`config.mk`:
```
export PLATFORM = sky130hd
export DESIGN_NAME = scz_ctrl
export DESIGN_NICKNAME = d
export VERILOG_FILES = /design/src/scz_pkg.sv /design/src/scz_ctrl.sv
export SDC_FILE = /design/constraint.sdc
export NUM_CORES = 1
export LEC_CHECK = 0
export ABC_AREA = 1
export BUFFER_PORTS_ARGS = -buffer_cell sky130_fd_sc_hd__buf_4
export CAP_MARGIN = 20
export CORE_MARGIN = 2
export CORE_UTILIZATION = 60
export DETAILED_ROUTE_END_ITERATION = 10
export GPL_ROUTABILITY_DRIVEN = 1
export PLACE_DENSITY = 0.79
export SLEW_MARGIN = 5
export SYNTH_ARGS = -nofsm -noshare
export SYNTH_HDL_FRONTEND = slang
export SYNTH_SLANG_ARGS = --single-unit
```
`constraint.sdc`:
```
create_clock -name clk_sys -period 2.3 [get_ports clk_sys]
set_input_delay 0.23 -clock clk_sys [delete_from_list [all_inputs] [get_ports clk_sys]]
set_output_delay 0.23 -clock clk_sys [all_outputs]
set_load 0.01 [all_outputs]
```
`src/scz_pkg.sv`:
```
// Package of constants and types for the calibration and zeroing controller
package scz_pkg;

    // ==========================================================
    // Command codes
    typedef enum logic [2:0] {
        SCZ_CMD_CAL_AUTO = 3'b000,
        SCZ_CMD_ZERO_AUTO = 3'b001,
        SCZ_CMD_ZERO_TYPE = 3'b010,
        SCZ_CMD_QUICK = 3'b011,
        SCZ_CMD_ALL = 3'b100
    } scz_cmd_e;

    // Argument codes
    typedef enum logic [2:0] {
        SCZ_ARG_OFF = 3'b000,
        SCZ_ARG_ON = 3'b001,
        SCZ_ARG_SINGLE_SHOT = 3'b010,
        SCZ_ARG_INT = 3'b011,
        SCZ_ARG_EXT = 3'b100
    } scz_arg_e;

    // Routine sequencer states
    typedef enum logic [2:0] {
        SCZ_ST_IDLE = 3'b000,
        SCZ_ST_ZERO = 3'b001,
        SCZ_ST_ZERO_WAIT = 3'b010,
        SCZ_ST_CAL = 3'b011,
        SCZ_ST_CAL_WAIT = 3'b100
    } scz_state_e;

    // Command carrier
    typedef struct packed {
        scz_cmd_e cmd;
        scz_arg_e arg;
    } scz_cmd_s;

    // Error report carrier
    typedef struct packed {
        logic [8:0] code;
        logic zero_qual;
        logic cal_qual;
        logic list_qual;
    } scz_err_s;

    // ==========================================================
    // Error magnitudes (reported as the positive value of the negative code)
    localparam logic [8:0] SCZ_ERR_CONFLICT = 9'h0DD;
    localparam logic [8:0] SCZ_ERR_ILLEGAL = 9'h0E0;
    localparam logic [8:0] SCZ_ERR_QUESTION = 9'h0E7;

    // Timing
    localparam longint SCZ_CLK_HZ = 64'd100_000_000;
    localparam longint SCZ_CAL_PERIOD_S = 64'd600;
    localparam longint SCZ_ZERO_PERIOD_S = 64'd86_400;
    localparam longint SCZ_CAL_CYCLES = SCZ_CAL_PERIOD_S * SCZ_CLK_HZ;
    localparam longint SCZ_ZERO_CYCLES = SCZ_ZERO_PERIOD_S * SCZ_CLK_HZ;

    // Reset values
    localparam logic SCZ_RST_CAL_AUTO = 1'b0;
    localparam logic SCZ_RST_ZERO_AUTO = 1'b0;
    localparam logic SCZ_RST_ZERO_EXT = 1'b0;

endpackage

```
`src/scz_ctrl.sv`:
```
// Calibration and zeroing command controller
`timescale 1ns/10ps
module scz_ctrl
    import scz_pkg::*;
#(
    parameter longint CAL_CYCLES = SCZ_CAL_CYCLES,
    parameter longint ZERO_CYCLES = SCZ_ZERO_CYCLES
) (
    // Clock and reset
    input wire logic clk_sys,
    input wire logic reset_n,
    // Command input
    input wire logic cmd_valid,
    input wire scz_cmd_s cmd_in,
    // Device state
    input wire logic list_running,
    input wire logic normal_path_mode,
    input wire logic averaging_detector,
    // Measurement engine handshake
    output logic zero_start,
    output logic zero_quick_path,
    output logic zero_external,
    input wire logic zero_done,
    input wire logic zero_ok,
    output logic cal_start,
    input wire logic cal_done,
    input wire logic cal_ok,
    output logic fly_zero_enable,
    // Status
    output logic cal_auto_state,
    output logic zero_auto_state,
    output logic zero_source_ext,
    output logic quick_query,
    output logic busy,
    output logic all_done,
    output logic all_fail,
    // Errors
    output logic err_valid,
    output scz_err_s err_out
);

    // ==========================================================
    // Parameter checks
    if (CAL_CYCLES < 2 || CAL_CYCLES >= 64'h0001_0000_0000_0000) begin : g_bad_cal
        $error("scz_ctrl: calibration period out of range");
    end
    if (ZERO_CYCLES < 2 || ZERO_CYCLES >= 64'h0001_0000_0000_0000) begin : g_bad_zero
        $error("scz_ctrl: zeroing period out of range");
    end

    localparam logic [47:0] CAL_LAST = 48'(CAL_CYCLES - 1);
    localparam logic [47:0] ZERO_LAST = 48'(ZERO_CYCLES - 1);

    // ==========================================================
    // Decode helpers
    function automatic logic cmd_hit(input logic valid, input scz_cmd_s cmd_word, input scz_cmd_e code);
        return valid && cmd_word.cmd == code;
    endfunction

    function automatic logic arg_hit(input scz_cmd_s cmd_word, input scz_arg_e code);
        return cmd_word.arg == code;
    endfunction

    // ==========================================================
    // Command decode
    wire logic is_cal = cmd_hit(cmd_valid, cmd_in, SCZ_CMD_CAL_AUTO);
    wire logic is_zero = cmd_hit(cmd_valid, cmd_in, SCZ_CMD_ZERO_AUTO);
    wire logic is_type = cmd_hit(cmd_valid, cmd_in, SCZ_CMD_ZERO_TYPE);
    wire logic is_quick = cmd_hit(cmd_valid, cmd_in, SCZ_CMD_QUICK);
    wire logic is_all = cmd_hit(cmd_valid, cmd_in, SCZ_CMD_ALL);
    wire logic a_off = arg_hit(cmd_in, SCZ_ARG_OFF);
    wire logic a_on = arg_hit(cmd_in, SCZ_ARG_ON);
    wire logic a_single_shot = arg_hit(cmd_in, SCZ_ARG_SINGLE_SHOT);
    wire logic a_int = arg_hit(cmd_in, SCZ_ARG_INT);
    wire logic a_ext = arg_hit(cmd_in, SCZ_ARG_EXT);

    wire logic cal_on_conflict = is_cal && a_on && list_running;
    wire logic zero_on_conflict = is_zero && a_on && zero_source_ext;
    wire logic type_illegal = is_type && !a_int && !a_ext;
    wire logic quick_illegal = is_quick && !a_off && !a_single_shot;
    wire logic quick_conflict = is_quick && a_single_shot && averaging_detector;

    // ==========================================================
    // Settings
    logic cal_auto_next;
    logic zero_auto_next;
    logic zero_ext_next;
    assign cal_auto_next = (is_cal && a_on && !list_running) ? 1'b1 :
        (is_cal && a_off) ? 1'b0 : cal_auto_state;
    assign zero_ext_next = (is_type && a_ext) ? 1'b1 : (is_type && a_int) ? 1'b0 : zero_source_ext;
    assign zero_auto_next = (is_type && a_ext) ? 1'b0 :
        (is_zero && a_on && !zero_source_ext) ? 1'b1 :
        (is_zero && a_off) ? 1'b0 : zero_auto_state;

    always_ff @(posedge clk_sys or negedge reset_n) begin
        if (!reset_n) begin
            cal_auto_state <= SCZ_RST_CAL_AUTO;
            zero_auto_state <= SCZ_RST_ZERO_AUTO;
            zero_source_ext <= SCZ_RST_ZERO_EXT;
            quick_query <= 1'b0;
            fly_zero_enable <= 1'b0;
        end else begin
            cal_auto_state <= cal_auto_next;
            zero_auto_state <= zero_auto_next;
            zero_source_ext <= zero_ext_next;
            quick_query <= 1'b0;
            fly_zero_enable <= zero_auto_next && normal_path_mode;
        end
    end

    // ==========================================================
    // Periodic timers
    logic [47:0] cal_cnt_reg;
    logic [47:0] zero_cnt_reg;
    wire logic cal_tick = cal_auto_state && normal_path_mode && cal_cnt_reg == CAL_LAST;
    wire logic zero_fin;
    wire logic zero_tick = zero_auto_state && zero_cnt_reg == ZERO_LAST;

    always_ff @(posedge clk_sys or negedge reset_n) begin
        if (!reset_n) begin
            cal_cnt_reg <= 48'h0000_0000_0000;
            zero_cnt_reg <= 48'h0000_0000_0000;
        end else begin
            if (!cal_auto_state || !normal_path_mode || cal_tick) begin
                cal_cnt_reg <= 48'h0000_0000_0000;
            end else begin
                cal_cnt_reg <= cal_cnt_reg + 48'h0000_0000_0001;
            end
            if (!zero_auto_state || zero_fin || zero_tick) begin
                zero_cnt_reg <= 48'h0000_0000_0000;
            end else begin
                zero_cnt_reg <= zero_cnt_reg + 48'h0000_0000_0001;
            end
        end
    end

    // ==========================================================
    // Pending triggers (set wins over consume)
    logic pend_cal_reg;
    logic pend_zero_reg;
    logic pend_quick_reg;
    logic pend_all_reg;
    scz_state_e state_reg;
    scz_state_e state_next;
    logic seq_all_reg;
    logic seq_quick_reg;
    logic seq_fail_reg;

    wire logic idle = state_reg == SCZ_ST_IDLE;
    wire logic set_cal = (is_cal && a_single_shot) || cal_tick;
    wire logic set_zero = (is_zero && a_single_shot) || zero_tick;
    wire logic set_quick = is_quick && a_single_shot && !averaging_detector;
    wire logic take_all = idle && pend_all_reg;
    wire logic take_zero = idle && !pend_all_reg && (pend_zero_reg || pend_quick_reg);
    wire logic take_cal = idle && !pend_all_reg && !pend_zero_reg && !pend_quick_reg && pend_cal_reg;
    assign zero_fin = state_reg == SCZ_ST_ZERO_WAIT && zero_done && zero_ok;

    always_ff @(posedge clk_sys or negedge reset_n) begin
        if (!reset_n) begin
            pend_cal_reg <= 1'b0;
            pend_zero_reg <= 1'b0;
            pend_quick_reg <= 1'b0;
            pend_all_reg <= 1'b0;
        end else begin
            pend_all_reg <= is_all || (pend_all_reg && !take_all);
            pend_zero_reg <= set_zero || (pend_zero_reg && !take_zero);
            pend_quick_reg <= set_quick || (pend_quick_reg && !(take_zero && !pend_zero_reg));
            pend_cal_reg <= set_cal || (pend_cal_reg && !take_cal);
        end
    end

    // ==========================================================
    // Routine sequencer
    always_comb begin
        state_next = state_reg;
        case (state_reg)
            SCZ_ST_IDLE: begin
                if (take_all || take_zero) begin
                    state_next = SCZ_ST_ZERO;
                end else if (take_cal) begin
                    state_next = SCZ_ST_CAL;
                end
            end
            SCZ_ST_ZERO: begin
                state_next = SCZ_ST_ZERO_WAIT;
            end
            SCZ_ST_ZERO_WAIT: begin
                if (zero_done) begin
                    state_next = seq_all_reg ? SCZ_ST_CAL : SCZ_ST_IDLE;
                end
            end
            SCZ_ST_CAL: begin
                state_next = SCZ_ST_CAL_WAIT;
            end
            SCZ_ST_CAL_WAIT: begin
                if (cal_done) begin
                    state_next = SCZ_ST_IDLE;
                end
            end
            default: begin
                state_next = SCZ_ST_IDLE;
            end
        endcase
    end

    wire logic zero_bad = state_reg == SCZ_ST_ZERO_WAIT && zero_done && !zero_ok;
    wire logic cal_bad = state_reg == SCZ_ST_CAL_WAIT && cal_done && !cal_ok;
    wire logic all_end = seq_all_reg && state_reg == SCZ_ST_CAL_WAIT && cal_done;

    always_ff @(posedge clk_sys or negedge reset_n) begin
        if (!reset_n) begin
            state_reg <= SCZ_ST_IDLE;
            seq_all_reg <= 1'b0;
            seq_quick_reg <= 1'b0;
            seq_fail_reg <= 1'b0;
            all_done <= 1'b0;
            all_fail <= 1'b0;
        end else begin
            state_reg <= state_next;
            if (idle) begin
                seq_all_reg <= take_all;
                seq_quick_reg <= take_zero && !pend_zero_reg && !take_all;
                seq_fail_reg <= 1'b0;
            end else if (zero_bad) begin
                seq_fail_reg <= 1'b1;
            end
            if (take_all) begin
                all_done <= 1'b0;
            end else if (all_end) begin
                all_done <= 1'b1;
                all_fail <= seq_fail_reg || !cal_ok;
            end
        end
    end

    // ==========================================================
    // Engine strobes
    always_ff @(posedge clk_sys or negedge reset_n) begin
        if (!reset_n) begin
            zero_start <= 1'b0;
            zero_quick_path <= 1'b0;
            zero_external <= 1'b0;
            cal_start <= 1'b0;
            busy <= 1'b0;
        end else begin
            zero_start <= state_next == SCZ_ST_ZERO;
            cal_start <= state_next == SCZ_ST_CAL;
            zero_quick_path <= state_reg == SCZ_ST_ZERO && seq_quick_reg;
            zero_external <= zero_source_ext;
            busy <= state_next != SCZ_ST_IDLE;
        end
    end

    // ==========================================================
    // Error reports, one per cycle in priority order
    wire logic err_any = zero_bad || cal_bad || cal_on_conflict || zero_on_conflict || quick_conflict ||
        type_illegal || quick_illegal;

    always_ff @(posedge clk_sys or negedge reset_n) begin
        if (!reset_n) begin
            err_valid <= 1'b0;
            err_out <= '0;
        end else begin
            err_valid <= err_any;
            if (zero_bad) begin
                err_out <= '{SCZ_ERR_QUESTION, 1'b1, 1'b0, 1'b0};
            end else if (cal_bad) begin
                err_out <= '{SCZ_ERR_QUESTION, 1'b0, 1'b1, 1'b0};
            end else if (cal_on_conflict) begin
                err_out <= '{SCZ_ERR_CONFLICT, 1'b0, 1'b0, 1'b1};
            end else if (zero_on_conflict || quick_conflict) begin
                err_out <= '{SCZ_ERR_CONFLICT, 1'b0, 1'b0, 1'b0};
            end else if (type_illegal || quick_illegal) begin
                err_out <= '{SCZ_ERR_ILLEGAL, 1'b0, 1'b0, 1'b0};
            end
        end
    end

endmodule // scz_ctrl

```
Word level (Yosys, flattened, before mapping)
Index checks and enable logic that the tools add are counted.

word-level totals
  ROM bits = 0
  bits in writable memories = 0
  word-level logic and storage cells = 167
  output and inout port bits = 25
  register bits after elaboration = 130
  latch bits = 0
  input port bits = 16
  memories kept = 0

operators by class
  bitwise logic cells = 1
  equality and inequality tests = 16
  add/sub/neg operators = 2
  multiply operators = 0
  order comparisons = 0
  shifts and indexed selects = 0
  muxes and demuxes = 24
  div/mod/pow operators = 0
  reductions and logical operators = 98

operators by type and width
  operator                                               count
  adder 48 x 1 -> 48 bit, second input constant          2
  two-way mux 48 bit                                     2
  two-way mux 12 bit                                     5
  equality test 48 x 36 -> 1 bit, second input constant  1
  equality test 48 x 43 -> 1 bit, second input constant  1
  logical AND 1 bit                                      48
  equality test 3 x 2 -> 1 bit, second input constant    7
  logical OR 1 bit                                       21
  zero test 1 bit                                        19
  case mux 3 bit (5 select lines)                        1
  equality test 3 x 1 -> 1 bit, second input constant    4
  two-way mux 3 bit                                      4
  two-way mux 1 bit                                      11
  equality test 3 bit, second input constant             3
  zero test 3 bit                                        3
  nonzero test 2 bit                                     4
  nonzero test 5 bit                                     1
  nonzero test 3 bit                                     1
  two-way mux 2 bit                                      1
  AND reduction 2 bit                                    1
  inverter 1 bit                                         1

Depth between registers and ports, before layout
Gate-level depths: netlist of the first run.

  depth in word-level cells = 10
  gate-level depth with buffers = 10
  depth with buffers taken out = 9

Worst setup path after synthesis of the first run
OpenSTA, ideal clock, no wires.

  kind = reg-to-reg
  from = reg cal_cnt_reg[0]
  to = reg cal_cnt_reg[43]
  data required time = 2,184 ps
  path slack = 651 ps
  cell stages (with the launch flop) = 11
  buffers on the path = 2
  setup time = 116 ps
  arrival = 1,533 ps
  clock period less this slack = 1,649 ps
  cells stage by stage = dfrtp_1 > ha_1 > inv_2 > nor2_4 > nand2_2 > nor2_1 > nand3_1 > nand2_2 > buf_6 > buf_6 > nor2_1

on the way
  longest elaborated chain between the ends = 4
  elaborated cells on any way between the ends = 5
  those cells by class = add/sub: 1; eq/ne: 1; mux: 1; reduce/logical: 2

ends and longest elaborated chain
  item                                                                            line             RTL
  from (decl)                                                                     scz_ctrl.sv:113  logic [47:0] cal_cnt_reg;
  from (signal assigned)                                                          scz_ctrl.sv:127  cal_cnt_reg <= cal_cnt_reg + 48'h0000_0000_0001;
  parallel branches: the longest is 3 deep, another holds adder 48 x 1 -> 48 bit  -
  two-way mux 48 bit (*)                                                          scz_ctrl.sv:124  if (!cal_auto_state || !normal_path_mode || cal_tick) begin

Every way passes the cells marked *.
A chain may end at the register's enable or synchronous reset.

Worst setup path after layout of the first run
  from = reg cal_cnt_reg[0]
  to = reg cal_cnt_reg[0]

Same word-level chain as after synthesis.

==> results list, run 1 <==
- Latest clock arrival within the worst-skew pair: 0.43 ns
- Floorplan row count: 40
- Once the floorplan was initialized, standard cells occupied 61.2% of the core.
- The first detailed-routing pass ran for 5 iterations.
* Worst-path clk slew: 0.06 ns
* CTS tree: yes
- After detailed routing, the number of remaining DRC violations is 0.
- Post-cts repair resize count: 0
- Placed wire-length estimate: 13.6 mm
* Kind of end point of the critical path: flop
* Top cells by area, synth: sky130_fd_sc_hd__dfrtp_1 (43%), sky130_fd_sc_hd__nand2_1 (16%), sky130_fd_sc_hd__nor2_1 (16%)
- Number of CTS-inserted buffers: 17
- The count of pins over their slew limit was 0.
* Area enclosed by the die boundary: 0.0130 sq mm
- From left edge to right edge, the die measures 114 um.
* Cell Area, Placed: 0.00771 sq mm
* Prevailing post-synth register cell: sky130_fd_sc_hd__dfrtp_1
* Global placer's final weighted congestion: 0.978
* Core outline area: 0.0119 sq mm
- Post-Layout Inst Area: 0.00827 sq mm
- The smallest clock period supported by the final layout is computed as 1.97 ns.
* Final critical-path share of the clock period: 85.7%
- In the post-synthesis netlist, the cell with the most instances is sky130_fd_sc_hd__nand2_1.
* Hold Slack: 0.0475 ns
- In the final layout, the share of cells above drive strength 1 is 7.69%.
* Synth area leader: sky130_fd_sc_hd__dfrtp_1
* FF+latch count, synth: 126
- Ratio of total power to cell area: 693 mW/mm^2
- Hold Path Class: in -> reg
* Number of maximum-capacitance violations: 0
- Number of ports placed on the die boundary: 41
- Data arrives at the worst endpoint at 2.27 ns.
* Hold Vio Cnt, Final: 0
- The longest clock path from root to sink contains 2 buffers.
- In this run the static leakage power is 0.00328 uW.
* Global-route wire length before repair: 29.7 mm
* Synth unique cells: 34
- Clk root buf: sky130_fd_sc_hd__clkbuf_16
* H-tree level count: 4
- Summed over all layers, the global routing overflow is 0.
* Total negative setup slack: 0 ns
- In this run, post-CTS hold repair placed 3 buffers.
- In the synthesized netlist, the cells that appear most often are sky130_fd_sc_hd__nand2_1 (312), sky130_fd_sc_hd__nor2_1 (304), sky130_fd_sc_hd__dfrtp_1 (126).
- After detailed routing, the total wire length is 18.0 mm.
- Maximum fanout along the worst path: 28
- The net count of the finished layout is 1,110.
- Headroom to the max-slew limit came out at 59.5%.
- Setup Buffers After CTS: 0
* Height of the chip: 114 um
- Share of flip-flops with an asynchronous set or reset: 100%
- In this run the remaining antenna-violating nets after routing total 0.
- For this block, the via count after detailed routing is 6,654.
- Worst VDD drop: 0.530 mV
- Global routing consumed, over all layers together, 29.2% of the routing resources.
* Category of the critical setup timing path: reg -> reg
- Number of global-route vias before repair: 6,496
- In the final routed layout, each cell accounts on average for 14.3 um.
- R2R setup slack: 0.33 ns
- STA classifies the critical path startpoint as a flop.
- Top-area cell type share of the netlist area: 43.3%
- Final worst clock skew: 0.00907 ns
- For this block, the initial DRC count from the detailed router was 492.
- Share of the yosys chip area belonging to registers: 43.3%
* Cell count after synthesis: 1,041
- Maximum clock rate: 508 MHz
* Sink count of the clock tree: 126
- Setup violations remaining at the end of the flow were counted as 0.
- Count of antenna diodes in the layout: 0
* Area added between synthesis and finish: 13.4%
- I/O Buffers: 38
- Entering global routing, the biggest net connects 57 pins.
- Mapped Avg Cell Area: 7.00 sq um
- Via-per-instance ratio: 5.31
* Worst slew pin tran: 0.605 ns
- The synthesized netlist occupies a cell area of 0.00729 sq mm.
* Status: completed
- Required time of the critical path: 2.60 ns
- YS warnings: 0
- The initial antenna violation count was 0.
- Setup repair after global routing left no endpoint under its margin.
- Number of enable flip-flop cells after synthesis: 0
## layer usage
| layer | track usage (%) | wire length, um | vias to the layer above |
|---|---|---|---|
| li1 | - | - | 3342 |
| met1 | 36.4 | 7830 | 3074 |
| met2 | 48.3 | 8630 | 179 |
| met3 | 6.09 | 791 | 59 |
| met4 | 15.1 | 711 | 0 |
| met5 | 0 | 0 | - |
## through the flow
stage,total power (uW),setup WS (ns),cells,util [%]
2_1_floorplan,3010,0.651,1042,-
3_3_place_gp,3320,0.453,1217,64.7
3_5_place_dp,3340,0.352,1217,64.7
4_1_cts,5750,0.340,1252,69.4
5_1_grt,5960,0.139,1252,69.4
6_report,5730,0.330,1252,69.4
## cells in the final DEF (no fill, tap or decap), drive strengths merged, types with 10 or more instances in the layout
| cell | count |
|---|---|
| buf | 43 |
| clkbuf | 19 |
| dfrtp | 126 |
| inv | 87 |
| nand2 | 315 |
| nand3 | 44 |
| nand4 | 38 |
| nor2 | 310 |
| o21bai | 10 |
| xnor2 | 19 |
| xor2 | 43 |
## power by group
part	internal, uW	switching (uW)	total, uW
clock network	1370	1040	2420
registers	2390	111	2500
logic	317	496	813
## final cells by class
type	instances	area, sq um
well taps	147	184
flip-flops and latches	126	3150
clock buffers	19	433
clock inverters	13	93.8
repair buffers	46	390
inverters	85	319
fillers	1056	3640
multi-input cells	816	3690
## cells by family after synthesis
group | Yosys count | synth area share [%]
AO/OA/AOI/OAI | 31 | 2.73
buffers and inverters | 100 | 6.10
AND/OR/NAND/NOR | 719 | 40.1
adder cells (fa/ha/maj) | 2 | 0.343
XOR/XNOR | 62 | 7.45
other | 1 | 0.0515
flip-flops | 126 | 43.3
## worst max-delay path: stages (launching register included)
cell	delay [ns]
sky130_fd_sc_hd__dfrtp_1	0.42
sky130_fd_sc_hd__ha_1	0.29
sky130_fd_sc_hd__inv_2	0.09
sky130_fd_sc_hd__nor2_4	0.19
sky130_fd_sc_hd__nand2_2	0.12
sky130_fd_sc_hd__nor2_1	0.13
sky130_fd_sc_hd__nand3_1	0.12
sky130_fd_sc_hd__nand2_2	0.09
sky130_fd_sc_hd__buf_4	0.29
sky130_fd_sc_hd__nor2_1	0.10
## worst paths after layout
path | startpoint | endpoint | depth (start not counted)
worst max-delay path | cal_cnt_reg[0] | cal_cnt_reg[0] | 9
worst min-delay path | cal_done | state_reg[2] | 2
worst max register to register | cal_cnt_reg[0] | cal_cnt_reg[0] | 9
worst min register to register | zero_source_ext | zero_external | 0
max in group asynchronous | reset_n | err_out[0] | 3
min in group asynchronous | reset_n | cal_cnt_reg[5] | 2
No activity file was read; power rests on OpenSTA's default activity.
==> run 2, diff against run 1 <==
==> constraint.sdc (replaced) <==
create_clock -name clk_sys -period 2.3 [get_ports clk_sys]
set_input_delay 0.345 -clock clk_sys [delete_from_list [all_inputs] [get_ports clk_sys]]
set_output_delay 0.345 -clock clk_sys [all_outputs]
set_load 0.01 [all_outputs]
==> results list, run 2 (synthesis gave the netlist of run 1 again) <==
- Status: completed
- The detailed-router iteration count before antenna repair is 6 (+1).
- The ratio of cells with drive above 1 in the final layout is 8.04% (+0.35 points).
- The signal arrival time at the worst endpoint came to 2.21 ns (-0.06 ns).
- Initial antenna violation count: 0 (unchanged)
* Number of ports placed on the die boundary: 41 (unchanged)
- Number of vias in the routed layout: 6,706 (+0.78%)
- Largest stage delay on the critical path: 0.41 ns (about the same)
- Worst slack at placement: 0.400 ns (+0.0483 ns)
* Final net count: 1,112 (+0.18%)
* Switching Fraction: 27.4% (-1.4 points)
* Final Routed Wirelength: 18.0 mm (about the same)
* Final critical path time including I/O delays and setup: 1.91 ns (-0.0616 ns)
* Share of total power in combinational logic: 14.1% (about the same)
- Power share of the sequential group: 42.5% (-1.1 points)
- Post-cts repair resize count: 0 (unchanged)
- The final worst clock skew came to 0.00848 ns (-0.000586 ns).
- The diode insertion count for antenna repair is 0 (unchanged).
- The number of buffers inserted to repair setup after CTS is 0 (unchanged).
* Total negative setup slack: 0 ns (unchanged)
- The number of H-tree levels was 4 (unchanged).
- The final antenna-violating net count was 0 (unchanged).
* Total routing usage reported by global routing: 29.4% (+0.15 points)
- Crit path buffers/inverters: 2 (unchanged)
* Final-report max-slew violation count: 0 (unchanged)
- The total CTS buffers is 17 (unchanged).
- Required time of the critical path: 2.60 ns (about the same)
- Global placer's final weighted congestion: 0.981 (+0.32%)
- Broken down by cell family, the worst path's largest delay share belongs to simple AND/OR/NAND/NOR gates.
* Pin count of the biggest net entering global routing: 49 (-14%)
- GRT Residual Overflow: 0 (unchanged)
- STA classifies the critical path endpoint as a flop.
* Category of the critical setup timing path: reg -> reg
- The starting density of the core was 61.2% (unchanged).
- The smallest setup slack after layout is 0.391 ns (+0.0616 ns).
- Maximum fanout along the worst path: 48 (+71%)
- Deepest clock path buffer count: 2 (unchanged)
- Clk root buf: sky130_fd_sc_hd__clkbuf_16
* Most common library cell in the layout ignoring fill and taps: sky130_fd_sc_hd__nand2_1
- Ratio of total power to cell area: 708 mW/mm^2 (+2.2%)
- The number of DRC violations after detailed-routing iteration 0 was 602 (+22%).
* Post-CTS Hold Fix Bufs: 1 (-2)
- Height of the chip: 114 um (unchanged)
- Via-per-instance ratio: 5.35 (+0.62%)
* CTS tree: yes
- Maximum clock rate: 524 MHz (+3.2%)
* P_leak: 0.00331 uW (+0.80%)
- The clock transition at the registers of the reported paths was 0.06 ns (about the same).
- Hold Vio Cnt, Final: 0 (unchanged)
- The slack of the worst reg-to-reg path is 0.39 ns (+0.06 ns).
- The number of global-route vias before repair is 6,414 (-1.3%).
* Final critical-path share of the clock period: 83.0% (-2.7 points)
- Die Span X: 114 um (unchanged)
- P_sw: 1610 uW (-2.5%)
- Placed wire-length estimate: 13.4 mm (-1.2%)
- Setup-violating endpoint count in the final report: 0 (unchanged)
- The worst-case headroom to the max-slew limit is 59.7% (+0.23 points).
- Share of power burned in the clock network: 43.4% (+1.2 points)
* Number of maximum-capacitance violations: 0 (unchanged)
- The area growth from synthesis to layout is 13.9%.
- Latest clock arrival within the worst-skew pair: 0.42 ns (about the same)
- Traced cell by cell, the critical path runs through ha_1 -> inv_2 -> nor2_4 -> nand2_2 -> nor2_1 -> nand3_1 -> nand2_2 -> buf_12 -> nor2_1.
* Worst VDD drop: 0.544 mV (+2.6%)
* Critical Path Start Type: flop
- The clock net sink count came to 126 (unchanged).
* Max stage delay cell, worst path: sky130_fd_sc_hd__dfrtp_1
- The standard cell core area was 0.0119 sq mm (unchanged).
- Unrepaired setup endpoints after global routing: false
* Internal power contribution: 4270 uW (+4.6%)
- The library cells used most frequently in the layout, excluding fill and tap cells, are sky130_fd_sc_hd__nand2_1 (312), sky130_fd_sc_hd__nor2_1 (304), sky130_fd_sc_hd__dfrtp_1 (126).
- The global-route wire length before repair came to 30.1 mm (+1.2%).
- The min-delay analysis places its worst path in the category in -> reg.
* Area enclosed by the die boundary: 0.0130 sq mm (unchanged)
* I/O Buffers: 38 (unchanged)
- Routed len/inst: 14.3 um (-0.13%)
- Floorplan row count: 40 (unchanged)
- The transition time at the pin with the least slew margin was 0.604 ns (-0.00126 ns).
* Drc violations: 0 (unchanged)
run 2: cell count changes in the layout (fill, tap and decap cells not counted), sizes merged:
cell,change
buf,+4
bufinv,+1
dlygate4sd3,-2
clkbuf,+3
inv,-2
clkinv,-2
run 2: worst reg2reg max path, cell delays in order, from the launching register on:
cell                      delay (ns)
sky130_fd_sc_hd__dfrtp_1        0.41
sky130_fd_sc_hd__ha_1           0.29
sky130_fd_sc_hd__inv_2          0.09
sky130_fd_sc_hd__nor2_4         0.18
sky130_fd_sc_hd__nand2_2        0.13
sky130_fd_sc_hd__nor2_1         0.13
sky130_fd_sc_hd__nand3_1        0.12
sky130_fd_sc_hd__nand2_2        0.10
sky130_fd_sc_hd__buf_12         0.23
sky130_fd_sc_hd__nor2_1         0.10
run 2: metrics by stage:
stage	hold slack (ns)	instance area (sq um)	total power [uW]	cells	utilization [%]
after floorplan	0.0494	7290	3010	1042	-
final	0.110	8300	5880	1254	69.7
after global routing	0.108	8300	6110	1254	69.7
after global placement	0.389	7730	3330	1221	64.9
after CTS	0.101	8300	5910	1254	69.7
after detailed placement	0.395	7730	3350	1221	64.9
run 2: layout make-up:
type                       count  area (sq um)
sequential                   126          3150
timing repair buffer          48           388
multi-input combinational    816          3690
clock buffer                  22           474
inverter                      85           319
clock inverter                10          88.8
tap                          147           184
fill                        1046          3610
run 2: path summary, 6_finish.rpt:
kind	startpoint	to	cells past startpoint
min	averaging_detector	pend_quick_reg	2
max reg2reg	cal_cnt_reg[0]	cal_cnt_reg[29]	9
max in group asynchronous	reset_n	zero_cnt_reg[46]	3
min reg2reg	zero_source_ext	zero_external	0
min in group asynchronous	reset_n	cal_cnt_reg[38]	2
max	cal_cnt_reg[0]	cal_cnt_reg[29]	9
run 2: layer usage:
layer  vias to the layer above  GRT usage [%]  wire length [um]
met5                         -              0                 0
met4                         0           12.8               544
met3                        43           5.72              1060
met2                       223           47.5              8490
met1                      3083           38.8              7870
li1                       3357              -                 -
run 2: power groups by stage:
stage / logic [uW] / clock network [uW] / registers, uW
floorplan: 443 / 0 / 2570
global placement: 798 / 0 / 2530
detailed placement: 817 / 0 / 2540
CTS: 829 / 2580 / 2500
global route: 924 / 2670 / 2520
finish: 826 / 2550 / 2500
